===== config.mk =====
export PLATFORM = sky130hd
export DESIGN_NAME = pmic_watchdog_timer
export DESIGN_NICKNAME = d
export VERILOG_FILES = /design/src/design/wdt_pkg.sv /design/src/design/wdt_counter.sv /design/src/design/pmic_watchdog_timer.sv
export SDC_FILE = /design/constraint.sdc
export NUM_CORES = 1
export LEC_CHECK = 0
export BUFFER_PORTS_ARGS = -buffer_cell sky130_fd_sc_hd__buf_2
export CORE_UTILIZATION = 55
export CTS_BUF_LIST = sky130_fd_sc_hd__clkbuf_16
export DETAILED_ROUTE_END_ITERATION = 10
export PLACE_DENSITY = 0.8
export SYNTH_ARGS = -nofsm -noshare
export SYNTH_HDL_FRONTEND = slang
export SYNTH_SLANG_ARGS = --single-unit
export TNS_END_PERCENT = 100

===== constraint.sdc =====
create_clock -name clock -period 4.3 [get_ports clock]
set_input_delay 0.43 -clock clock [delete_from_list [all_inputs] [get_ports clock]]
set_output_delay 0.43 -clock clock [all_outputs]
set_load 0.01 [all_outputs]

===== src/design/wdt_pkg.sv =====
package wdt_pkg;
    // ********************************************************
    // register map
    // ********************************************************
    localparam logic [7:0] WATCHDOG_CONTROL_ADDR = 8'h17;
    localparam int PER_HI = 5;
    localparam int PER_LO = 4;
    localparam int ACTION_BIT = 3;
    localparam int FEED_BIT = 2;
    localparam int ENABLE_BIT = 1;
    localparam int LOCK_BIT = 0;
    localparam logic [1:0] PERIOD_RESET = 2'h3;
    localparam logic [7:0] RSVD_MASK = 8'hC0;

    // ********************************************************
    // timing
    // ********************************************************
    localparam longint CLOCK_HZ = 250000000;
    localparam longint TIMEOUT_BASE_S = 16;
    localparam longint BASE_CYCLES = TIMEOUT_BASE_S * CLOCK_HZ;
    localparam int CNT_W = 40;

    // register write request
    typedef struct packed {
        logic en;
        logic [7:0] addr;
        logic [7:0] data;
    } reg_wr_t;

    // expiry outcome
    typedef struct packed {
        logic power_off;
        logic power_reset;
    } expiry_t;
endpackage


===== src/design/wdt_counter.sv =====
`timescale 1ns/1ps
`default_nettype none
module wdt_counter
    import wdt_pkg::*;
#(
    parameter longint BASE = BASE_CYCLES
)(
    input wire logic clock,
    input wire logic rst_n,
    input wire logic run,
    input wire logic reload,
    input wire logic [1:0] period_sel,
    output logic expired
);
    logic [CNT_W-1:0] count_r;
    logic [CNT_W-1:0] count_nxt;
    logic expired_nxt;
    logic [CNT_W-1:0] full;

    initial
    begin
        if (BASE < 1 || BASE * 8 >= (64'h1 << CNT_W))
            $error("wdt_counter: BASE out of range");
    end

    // full interval is the base shifted by the period code
    assign full = CNT_W'(BASE) << period_sel;

    // reload has priority over counting; count holds while disabled
    always_comb
    begin
        count_nxt = count_r;
        expired_nxt = 1'b0;
        if (reload)
            count_nxt = full - CNT_W'(1);
        else if (run)
        begin
            if (count_r == '0)
            begin
                expired_nxt = 1'b1;
                count_nxt = full - CNT_W'(1);
            end
            else
                count_nxt = count_r - CNT_W'(1);
        end
    end

    always_ff @(posedge clock)
    begin
        if (!rst_n)
        begin
            count_r <= (CNT_W'(BASE) << 3) - CNT_W'(1);
            expired <= 1'b0;
        end
        else
        begin
            count_r <= count_nxt;
            expired <= expired_nxt;
        end
    end
endmodule
`default_nettype wire


===== src/design/pmic_watchdog_timer.sv =====
`timescale 1ns/1ps
`default_nettype none
module pmic_watchdog_timer
    import wdt_pkg::*;
#(
    parameter longint BASE = BASE_CYCLES,
    parameter bit ENABLE_DEFAULT = 1'b0,
    parameter bit LOCK_DEFAULT = 1'b0
)(
    input wire logic clock,
    input wire logic rst_n,
    input wire reg_wr_t wr,
    input wire logic [7:0] rd_addr,
    output logic [7:0] rd_data,
    output var expiry_t expiry
);
    // ********************************************************
    // control register
    // ********************************************************
    logic [1:0] period_r;
    logic [1:0] period_nxt;
    logic action_r;
    logic action_nxt;
    logic enable_r;
    logic enable_nxt;
    logic feed_r;
    logic feed_nxt;
    logic reload;
    logic expired;
    logic [7:0] rd_nxt;
    expiry_t expiry_nxt;
    logic hit;

    // ********************************************************
    // parameter check and address decode
    // ********************************************************
    // the 40-bit counter must hold eight base intervals
    initial
    begin
        if (BASE < 1 || BASE * 8 >= (64'h1 << CNT_W))
            $error("pmic_watchdog_timer: BASE out of range");
    end

    // one decoder shared by the write and the read path
    function automatic logic is_ctrl(input logic [7:0] a);
        return a == WATCHDOG_CONTROL_ADDR;
    endfunction

    // write strobe for the control register
    assign hit = wr.en && is_ctrl(wr.addr);

    // decode writes; bits 7:6 are not stored so they read as zero
    always_comb
    begin
        period_nxt = period_r;
        action_nxt = action_r;
        enable_nxt = enable_r;
        feed_nxt = 1'b0; // one-shot, reads 0 after the restart
        if (hit)
        begin
            period_nxt = wr.data[PER_HI:PER_LO];
            action_nxt = wr.data[ACTION_BIT];
            feed_nxt = wr.data[FEED_BIT];
            // lock blocks only the clearing direction
            if (wr.data[ENABLE_BIT] || !LOCK_DEFAULT)
                enable_nxt = wr.data[ENABLE_BIT];
        end
    end

    // reload on a feed or on any change of period
    // the counter sees period_nxt, so a period write reloads the new
    // interval at once instead of the one being replaced
    assign reload = feed_r || (hit && wr.data[PER_HI:PER_LO] != period_r);

    always_ff @(posedge clock)
    begin
        if (!rst_n)
        begin
            period_r <= PERIOD_RESET;
            action_r <= 1'b0;
            enable_r <= ENABLE_DEFAULT;
            feed_r <= 1'b0;
        end
        else
        begin
            period_r <= period_nxt;
            action_r <= action_nxt;
            enable_r <= enable_nxt;
            feed_r <= feed_nxt;
        end
    end

    // ********************************************************
    // countdown
    // ********************************************************
    wdt_counter #(
        .BASE(BASE)
    ) u_counter (
        .clock(clock),
        .rst_n(rst_n),
        .run(enable_r),
        .reload(reload),
        .period_sel(period_nxt),
        .expired(expired)
    );

    // ********************************************************
    // read-back and expiry outputs
    // ********************************************************
    // lock is a constant strap, so no write path exists
    always_comb
    begin
        rd_nxt = 8'h00;
        if (is_ctrl(rd_addr))
            rd_nxt = {2'h0, period_r, action_r, feed_r, enable_r, LOCK_DEFAULT};
        expiry_nxt.power_off = expired && !action_r;
        expiry_nxt.power_reset = expired && action_r;
    end

    always_ff @(posedge clock)
    begin
        if (!rst_n)
        begin
            rd_data <= 8'h00;
            expiry <= '0;
        end
        else
        begin
            rd_data <= rd_nxt;
            expiry <= expiry_nxt;
        end
    end

    // ********************************************************
    // checks
    // ********************************************************
    AST_FEED_CLEARS: assert property (@(posedge clock) disable iff (!rst_n)
        feed_r && !(hit && wr.data[FEED_BIT]) |=> !feed_r)
        else $error("feed bit did not self clear");
    AST_FEED_ONE: assert property (@(posedge clock) disable iff (!rst_n)
        hit && wr.data[FEED_BIT] |=> feed_r)
        else $error("feed write not taken");
    AST_LOCK_HOLDS: assert property (@(posedge clock) disable iff (!rst_n)
        LOCK_DEFAULT && enable_r |=> enable_r)
        else $error("locked enable was cleared");
    AST_UNLOCK_CLEAR: assert property (@(posedge clock) disable iff (!rst_n)
        !LOCK_DEFAULT && hit && !wr.data[ENABLE_BIT] |=> !enable_r)
        else $error("enable not cleared while unlocked");
    AST_SET_EN: assert property (@(posedge clock) disable iff (!rst_n)
        hit && wr.data[ENABLE_BIT] |=> enable_r)
        else $error("enable set not accepted");
    AST_PERIOD: assert property (@(posedge clock) disable iff (!rst_n)
        hit |=> period_r == $past(wr.data[PER_HI:PER_LO]))
        else $error("period not stored");
    AST_ACTION: assert property (@(posedge clock) disable iff (!rst_n)
        expired |=> expiry.power_reset == $past(action_r) && expiry.power_off != $past(action_r))
        else $error("wrong expiry action");
    AST_NO_EXP_OFF: assert property (@(posedge clock) disable iff (!rst_n)
        !enable_r ##1 !enable_r |=> !expiry.power_off && !expiry.power_reset)
        else $error("expiry while disabled");
    AST_LOCK_READ: assert property (@(posedge clock) disable iff (!rst_n)
        rd_addr == WATCHDOG_CONTROL_ADDR |=> rd_data[LOCK_BIT] == LOCK_DEFAULT)
        else $error("lock bit changed");
    AST_NOFEED: assert property (@(posedge clock) disable iff (!rst_n)
        hit && !wr.data[FEED_BIT] |=> !feed_r)
        else $error("zero feed write restarted");

    // a period change loads the newly chosen interval
    AST_PERIOD_RELOAD: assert property (@(posedge clock) disable iff (!rst_n)
        hit && wr.data[PER_HI:PER_LO] != period_r |=>
        u_counter.count_r == (CNT_W'(BASE) << $past(wr.data[PER_HI:PER_LO])) - CNT_W'(1))
        else $error("period change did not reload the new interval");

    // a feed loads the full interval of the period in force
    AST_FEED_RELOAD: assert property (@(posedge clock) disable iff (!rst_n)
        feed_r |=> u_counter.count_r == (CNT_W'(BASE) << $past(period_nxt)) - CNT_W'(1))
        else $error("feed did not reload the countdown");

    // a stopped timer keeps its count until reloaded
    AST_HOLD_DISABLED: assert property (@(posedge clock) disable iff (!rst_n)
        !enable_r && !reload |=> $stable(u_counter.count_r))
        else $error("countdown moved while disabled");

    // a running count that reaches zero expires on the next edge
    AST_EXPIRE_AT_ZERO: assert property (@(posedge clock) disable iff (!rst_n)
        enable_r && !reload && u_counter.count_r == '0 |=> expired)
        else $error("countdown reached zero without expiry");

    // the action bit is stored as written
    AST_ACTION_WRITE: assert property (@(posedge clock) disable iff (!rst_n)
        hit |=> action_r == $past(wr.data[ACTION_BIT]))
        else $error("action bit not stored");

    // reserved bits are not stored and always read back zero
    AST_RSVD_ZERO: assert property (@(posedge clock) disable iff (!rst_n)
        is_ctrl(rd_addr) |=> (rd_data & RSVD_MASK) == 8'h00)
        else $error("reserved bits read non zero");

    // main scenarios
    COV_FEED: cover property (@(posedge clock) feed_r);
    COV_OFF: cover property (@(posedge clock) expiry.power_off);
    COV_RST: cover property (@(posedge clock) expiry.power_reset);
    COV_RELOAD: cover property (@(posedge clock) hit && wr.data[PER_HI:PER_LO] != period_r);
    COV_LOCKED: cover property (@(posedge clock) LOCK_DEFAULT && hit && !wr.data[ENABLE_BIT]);
endmodule
`default_nettype wire


# [Word level (Yosys, flattened, before mapping)]
# Cells that the tools add are included.
[totals] ff_bits=56 latchBits=0 ramBits=0 rom_bits=0 in_bits=27 out_inout_bits=10 word_cells=34 n_memories=0
[op_classes] add_sub_neg=2 multipliers=0 div=0 order_cmp=0 n_eq_ne=3 shift=1 mux=5 n_bitwise=2 reduce_logical=11
[ops] operator="$mux 40" n=3
[ops] operator="$sub 40x1->40 const B" n=2
[ops] operator="$logic_not 40->1" n=1
[ops] operator="$shl 32x2->40 const A" n=1
[ops] operator="$eq 8x5->1 const B" n=2
[ops] operator="$logic_and 1x1->1" n=4
[ops] operator="$reduce_and 2->1" n=2
[ops] operator="$reduce_or 3->1" n=1
[ops] operator="$mux 2" n=1
[ops] operator="$ne 2x2->1" n=1
[ops] operator="$not 1->1" n=2
[ops] operator="$reduce_bool 2->1" n=1
[ops] operator="$logic_not 1->1" n=1
[ops] operator="$logic_or 1x1->1" n=1
[ops] operator="$mux 1" n=1

# [Logic depth before layout (Yosys ltp)]
# Gate-level depths: netlist of run 1.
[logic_depth] ltp_word=8 mapped_depth=10 depth_no_buf=8

# [Modules after synthesis]
# Synthesis of run 1 repeated with hierarchy kept, for this count alone.
[unflattened] cells_unflattened=366 hier_area_um2=3110.5
[by_module_without_submodules] mod="wdt_counter" n_inst=1 cells_per_inst=316 area_per_inst_um2=2566.2 seq_area_each_um2=820.8
[by_module_without_submodules] mod="pmic_watchdog_timer" n_inst=1 cells_per_inst=50 area_per_inst_um2=544.3 seq_area_each_um2=240.2

# [Worst setup path after synthesis of run 1]
# Ideal clock, no wire load.
[synth_timing] kind="input port to flip-flop" startpoint="input port wr[14] (netlist bit)" endpoint="register u_counter.count_r[18]" setup_time_ns=0.117 t_arrival_ns=2.633 required_time_ns=4.183 slack_ns=1.550 path_stages=8 path_buffers=0 path_cell_list="nand4bb_1 -> nor3_1 -> mux2i_1 -> inv_1 -> ha_1 -> o21ai_0 -> o31ai_1 -> a32o_1"
[synth_via] elab_chain_cells=8 elab_cells_between_ends=11 cone_classes="add/sub (1); eq/ne (1); shift (1); mux (4); reduce/logical (4)"
[synth_rtl] item="start, declared" line_no="pmic_watchdog_timer.sv:12" text="input wire reg_wr_t wr,"
[synth_rtl] item="$eq 8x5->1 (*)" line_no="pmic_watchdog_timer.sv:46" text="return a == WATCHDOG_CONTROL_ADDR;"
[synth_rtl] item="$logic_and 1x1->1 (*)" line_no="pmic_watchdog_timer.sv:50" text="assign hit = wr.en && is_ctrl(wr.addr);"
[synth_rtl] item="$mux 2 (*)" line_no="pmic_watchdog_timer.sv:59" text="if (hit)"
[synth_rtl] item="named net period_nxt[0]" line_no="pmic_watchdog_timer.sv:21" text="logic [1:0] period_nxt;"
[synth_rtl] item="$shl 32x2->40 (*)" line_no="wdt_counter.sv:27" text="assign full = CNT_W'(BASE) << period_sel;"
[synth_rtl] item="$sub 40x1->40 (*)" line_no="wdt_counter.sv:35, wdt_counter.sv:41"
[synth_rtl] item="$mux 40" line_no="wdt_counter.sv:38" text="if (count_r == '0)"
[synth_rtl] item="$mux 40" line_no="wdt_counter.sv:36" text="else if (run)"
[synth_rtl] item="$mux 40 (*)" line_no="wdt_counter.sv:34" text="if (reload)"
[synth_rtl] item="end signal, assigned" line_no="wdt_counter.sv:52" text="count_r <= (CNT_W'(BASE) << 3) - CNT_W'(1);"
[synth_rtl] item="end signal, assigned" line_no="wdt_counter.sv:57" text="count_r <= count_nxt;"
[synth_rtl] item="end, declared" line_no="wdt_counter.sv:15" text="logic [CNT_W-1:0] count_r;"
# Mark *: on every way through the listed nets, which the timed path passes. The rest lies on a longest branch. The select of a mux whose other input is x is not followed.
# A chain may end at the register's enable or synchronous reset.

# [Worst setup path in the final report of run 1]
# Ends and elaborated chain as after synthesis.

==> results.yml, run 1 <==
synthesis:
  syn_inst: 369
  yosysMostFrequentCell: "dfxtp_1"
  synthAdderAreaFrac: 0.03984
  syn_avg_cell_area_um2: 8.511
  yosysTopAreaCellShare: 0.3378
  synth_top_family_by_area: "simple AND/OR/NAND/NOR gates"
  synthSimpleGateAreaFrac: 0.2896
  synth_top_cells_by_count: "53 x dfxtp_1, 34 x nor2_1, 31 x nand2_1"
  yosysUniqueCellTypes: 66
  synthTopCellsByArea: "dfxtp_1 34%, nor2_1 4.1%, ha_1 4.0%, nand2_1 3.7%, o21ai_0 3.5%"
  yosys.area.top_type: "dfxtp_1"
  synth_compound_area_frac: 0.2096
  async_flop_share: 0
  ys_warn_count: 0
  netlist_area_um2: 3141
  muxShareOfSynthArea: 0.02271
  yosysSeqAreaShare: 0.3378
  yosys.area_share.xor_xnor: 0.04183
  synth-main-ff-cell: "dfxtp_1"
  synth_edf_count: 0
  ys_seq_elements: 53
floorplanning:
  io_pins: 37
  die_h_um: 77.57
  fp.dieW_um: 77.57
  design.core.area_um2: 5507
  dieArea_um2: 6016
  start_util: 0.5703
  fp-row-count: 27
worst_setup_path:
  path_class: "primary input to register"
  critPathLaunchType: "primary input"
  cp_top_family: "simple AND/OR/NAND/NOR gates"
  critPathRequiredTime_ns: 4.48
  crit_arrival_ns: 3.27
  critical_path_buf_inv_count: 2
  path_max_fanout: 7
  end_kind: "register"
  r2r_slack_ns: 1.66
  slowest_stage: "nor3_1"
  cp_cell_sequence: "buf_2, nand4bb_1, nor3_1, mux2i_1, inv_1, ha_1, o21ai_0, o31ai_1, a32o_1"
  max_stage_delay_ns: 0.71
sta:
  max_slew.worst_pin.slew_ns: 1.064
  whs_ns: 0.3736
  finalSetupTns_ns: 0
  grt_setup_unrepaired: "no"
  clock_skew_ns: 0.005136
  fmax_ghz: 0.3242
  fin_crit_sh: 0.7173
  finalHoldViolCount: 0
  fin_crit_ns: 3.084
  relSlewSlack: 0.2908
  drv_slew: 0
  setup_violations: 0
layout:
  final_core_util: 0.6274
  post_route_cells_drive_above_1_share: 0.1730
  diodes: 0
  nets: 429
  instances_no_fill: 465
  fillerInstances: 480
  syn2layout_area_growth_pct: 10.00
route:
  wl_per_cell_um: 17.24
  num_vias: 2965
  dr.pass1.iters: 5
  drtAntennaViolNets: 0
  drtIter0Drc: 305
  drt_wl_total_mm: 8.017
  routed_via_density: 6.376
  drc: 0
global_route:
  track_usage: 0.2749
  antenna_found_initial: 0
  grt_pass1_vias: 2685
  gr-total-overflow: 0
  grt_max_degree: 33
  grt_first_pass_wirelength_mm: 13.11
outcome:
  status: "finished clean"
cts:
  postCtsHoldBufs: 0
  cts_root_buffer: "clkbuf_16"
  path_clk_slew_ns: 0.07
  post-cts-setup-buffers: 0
  clkLatencyLatePin_ns: 0.29
  cts_tree: "yes"
  cts-resized-gates: 0
  cts_inserted_buffers: 5
  htreeDepth: 2
  clockBufferDepth: 2
  clock_sinks: 53
pwr:
  p_leak_nw: 1.333
  p_per_area_nw_per_um2: 266.9
  vdd_ir_drop_max_mv: 0.1943
  p_total_mw: 0.9219
placed_design:
  port_buffers: 30
  gp_congestion: 0.9000
  hpwl_mm: 5.517
  place_inst: 457
hold_path:
  worstHoldPathType: "primary input to register"
run:
  max-cap-violations: 0
-- report_power, final --
| group | internal, mW | leakage [nW] | switching [mW] | total, mW |
|---|---|---|---|---|
| Combinational | 0.0111 | 0.832 | 0.0165 | 0.0276 |
| Clock | 0.217 | 0.0738 | 0.186 | 0.403 |
| Sequential | 0.491 | 0.428 | 0.000277 | 0.491 |
| Total | 0.719 | 1.33 | 0.203 | 0.922 |
-- placed cells by master, fill, tap and decap left out, types with 6 or more instances in the layout --
| master | count |
|---|---|
| dfxtp_1 | 53 |
| nor2_1 | 34 |
| nand2_1 | 31 |
| buf_2 | 30 |
| o21ai_0 | 22 |
| nor3_1 | 19 |
| a21oi_1 | 19 |
| inv_1 | 15 |
| nand3_1 | 12 |
| xor2_1 | 10 |
| ha_1 | 10 |
| nand4_1 | 7 |
| mux2i_1 | 6 |
| a211oi_1 | 6 |
-- per-layer routing --
metal	track usage	routed length, um	vias to the layer above
li1	-	-	1404
met1	0.3515	3516	1376
met2	0.4602	3733	160
met3	0.04235	567	25
met4	0.1113	199	0
met5	0	0	-
-- flip-flops by register name (all words and copies together), names as in the netlist --
signal             flops
feed_r                 1
u_counter.expired      1
rd_data                5
period_r               2
action_r               1
enable_r               1
expiry                 2
u_counter.count_r     40
-- cell type report --
class	instances	area (um2)	area share
multi-input cells	282	1912	0.5534
flip-flops and latches	53	1061	0.3071
repair buffers	35	187.7	0.05433
clock buffers	5	125.1	0.03622
well taps	72	90.09	0.02608
inverters	15	56.30	0.01630
clock inverters	3	22.52	0.006519
-- worst paths after layout --
path	from	endpoint	cells past startpoint
worst max-delay path	wr[14]	u_counter.count_r[18]	9
worst min-delay path	wr[2]	feed_r	2
worst max register to register	period_r[1]	u_counter.count_r[19]	5
worst min register to register	u_counter.expired	expiry[1]	2
-- worst register-to-register path, stage by stage (launching register included) --
cell and delay (ns):
dfxtp_1 0.33, xnor2_1 0.15, a2111oi_2 0.57, or3_1 0.90, nand2_1 0.34, o32a_1 0.25
-- kinds of logic after synthesis --
kind of cell | count (synthesis)
AOI/OAI and AO/OA | 94
muxes | 7
DFF | 53
adders and majority gates | 10
and+or+nand+nor | 153
buffers and inverters | 36
xor gates and xnor gates | 15
other | 1
-- metrics by stage --
step | cell area (um2) | setup slack (ns)
final | 3455 | 1.216
after global routing | 3455 | 1.105
after CTS | 3455 | 1.251
after detailed placement | 3307 | 0.9180
after global placement | 3307 | 1.071
after floorplan | 3148 | 1.550
Power figures use the tool's default switching activity.
==> run 2: changes to the inputs <==
==> constraint.sdc (replaced) <==
create_clock -name clock -period 2.9 [get_ports clock]
set_input_delay 0.29 -clock clock [delete_from_list [all_inputs] [get_ports clock]]
set_output_delay 0.29 -clock clock [all_outputs]
set_load 0.01 [all_outputs]
==> results.yml, run 2 (same netlist as run 1, synthesis figures left out) <==
worst_setup_path:
  cp_cell_sequence: "inv_1, ha_1, nor2b_1, nand4_1, nor4_4, nor2_1, buf_4, a41oi_1, o221a_2"
  reg2reg_from: "u_counter.count_r[0]"
  critPathRequiredTime_ns: 3.09
  path_class: "register to register"
  critPathLaunchType: "register"
  max_stage_delay_ns: 0.77
  slowest_stage: "nor2_1"
  startpoint: "u_counter.count_r[0]"
  crit_arrival_ns: 2.80
  end_kind: "register"
  cp_top_family: "simple AND/OR/NAND/NOR gates"
  critical_path_buf_inv_count: 2
  path_max_fanout: 13
cts:
  path_clk_slew_ns: 0.07
  htreeDepth: 2
  cts-resized-gates: 0
  postCtsHoldBufs: 0
  clkLatencyLatePin_ns: 0.29
  clockBufferDepth: 2
  cts_inserted_buffers: 5
  cts_tree: "yes"
  post-cts-setup-buffers: 0
  clock_sinks: 53
  cts_root_buffer: "clkbuf_16"
route:
  drtIter0Drc: 283
  dr.pass1.iters: 6
  num_vias: 2941
  drtAntennaViolNets: 0
  drc: 0
  drt_wl_total_mm: 7.912
  routed_via_density: 6.218
  wl_per_cell_um: 16.73
global_route:
  gr-total-overflow: 0
  grt_max_degree: 32
  track_usage: 0.2660
  grt_first_pass_wirelength_mm: 12.72
  antenna_found_initial: 0
  grt_pass1_vias: 2698
floorplanning:
  start_util: 0.5703
  fp.dieW_um: 77.57
  fp-row-count: 27
  design.core.area_um2: 5507
  io_pins: 37
  die_h_um: 77.57
  dieArea_um2: 6016
sta:
  setup_violations: 0
  worst_slack_ns: 0.2861
  drv_slew: 0
  fin_crit_sh: 0.9013
  relSlewSlack: 0.3159
  max_slew.worst_pin.slew_ns: 1.022
  fin_crit_ns: 2.614
  fmax_ghz: 0.3826
  finalHoldViolCount: 0
  clock_skew_ns: 0.004373
  grt_setup_unrepaired: "no"
  finalSetupTns_ns: 0
pwr:
  p_per_area_nw_per_um2: 389.2
  p_total_mw: 1.368
  vdd_ir_drop_max_mv: 0.2808
  p_leak_nw: 1.374
layout:
  diodes: 0
  top_regs: "u_counter.count_r x40, rd_data x5"
  layout_common_cells: "53 x dfxtp_1, 34 x nor2_1, 31 x nand2_1, 30 x buf_2, 22 x o21ai_0"
  syn2layout_area_growth_pct: 11.91
  largest_register: "u_counter.count_r"
  largest_reg_flops: 40
  post_route_cells_drive_above_1_share: 0.1895
  nets: 437
  final_common_cell: "dfxtp_1"
placed_design:
  gp_congestion: 0.9251
  port_buffers: 30
  hpwl_mm: 5.557
  dp_slack_ns: 0.3462
hold_path:
  worstHoldPathType: "primary input to register"
  hp-start: "rst_n"
run:
  max-cap-violations: 0
outcome:
  status: "finished clean"
run 2: cell count changes in the layout (fill, tap and decap cells not counted), sizes merged:
| cell | previous run | this run |
|---|---|---|
| buf | 35 | 43 |
run 2: per-stage QoR:
stage                     cell area, um2  instances  utilization  hold slack (ns)
after floorplan                     3148        371            -           0.4054
after global placement              3367        465       0.6115           0.4099
after detailed placement            3367        465       0.6115           0.4368
after CTS                           3515        473       0.6383           0.2313
after global routing                3515        473       0.6383           0.2506
final                               3515        473       0.6383           0.2321
run 2: cell type report:
cell class | instances | area [um2]
clock buffer | 5 | 125.1
clock inverter | 3 | 22.52
fill | 457 | 1992
inverter | 15 | 56.30
multi-input combinational | 282 | 1912
sequential | 53 | 1061
tap | 72 | 90.09
timing repair buffer | 43 | 247.7
run 2: per-layer routing:
metal	track usage	up-vias	part of all wire
li1	-	1420	-
met1	0.3394	1377	0.44
met2	0.4513	129	0.48
met3	0.03882	15	0.064
met4	0.1000	0	0.019
met5	0	-	0
run 2: path summary, 6_finish.rpt:
kind	endpoint	slack, ns	cells after the start
setup / recovery	u_counter.count_r[21]	0.29	9
hold / removal	period_r[0]	0.23	2
setup reg to reg	u_counter.count_r[21]	0.29	9
hold reg to reg	expiry[1]	0.45	2
run 2: power by group:
part           internal, mW  leakage [nW]  total [mW]  switching [mW]
Combinational        0.0184         0.873      0.0437          0.0253
Sequential            0.728         0.428       0.728        0.000405
Clock                 0.322        0.0738       0.596           0.275
Total                  1.07          1.37        1.37           0.300
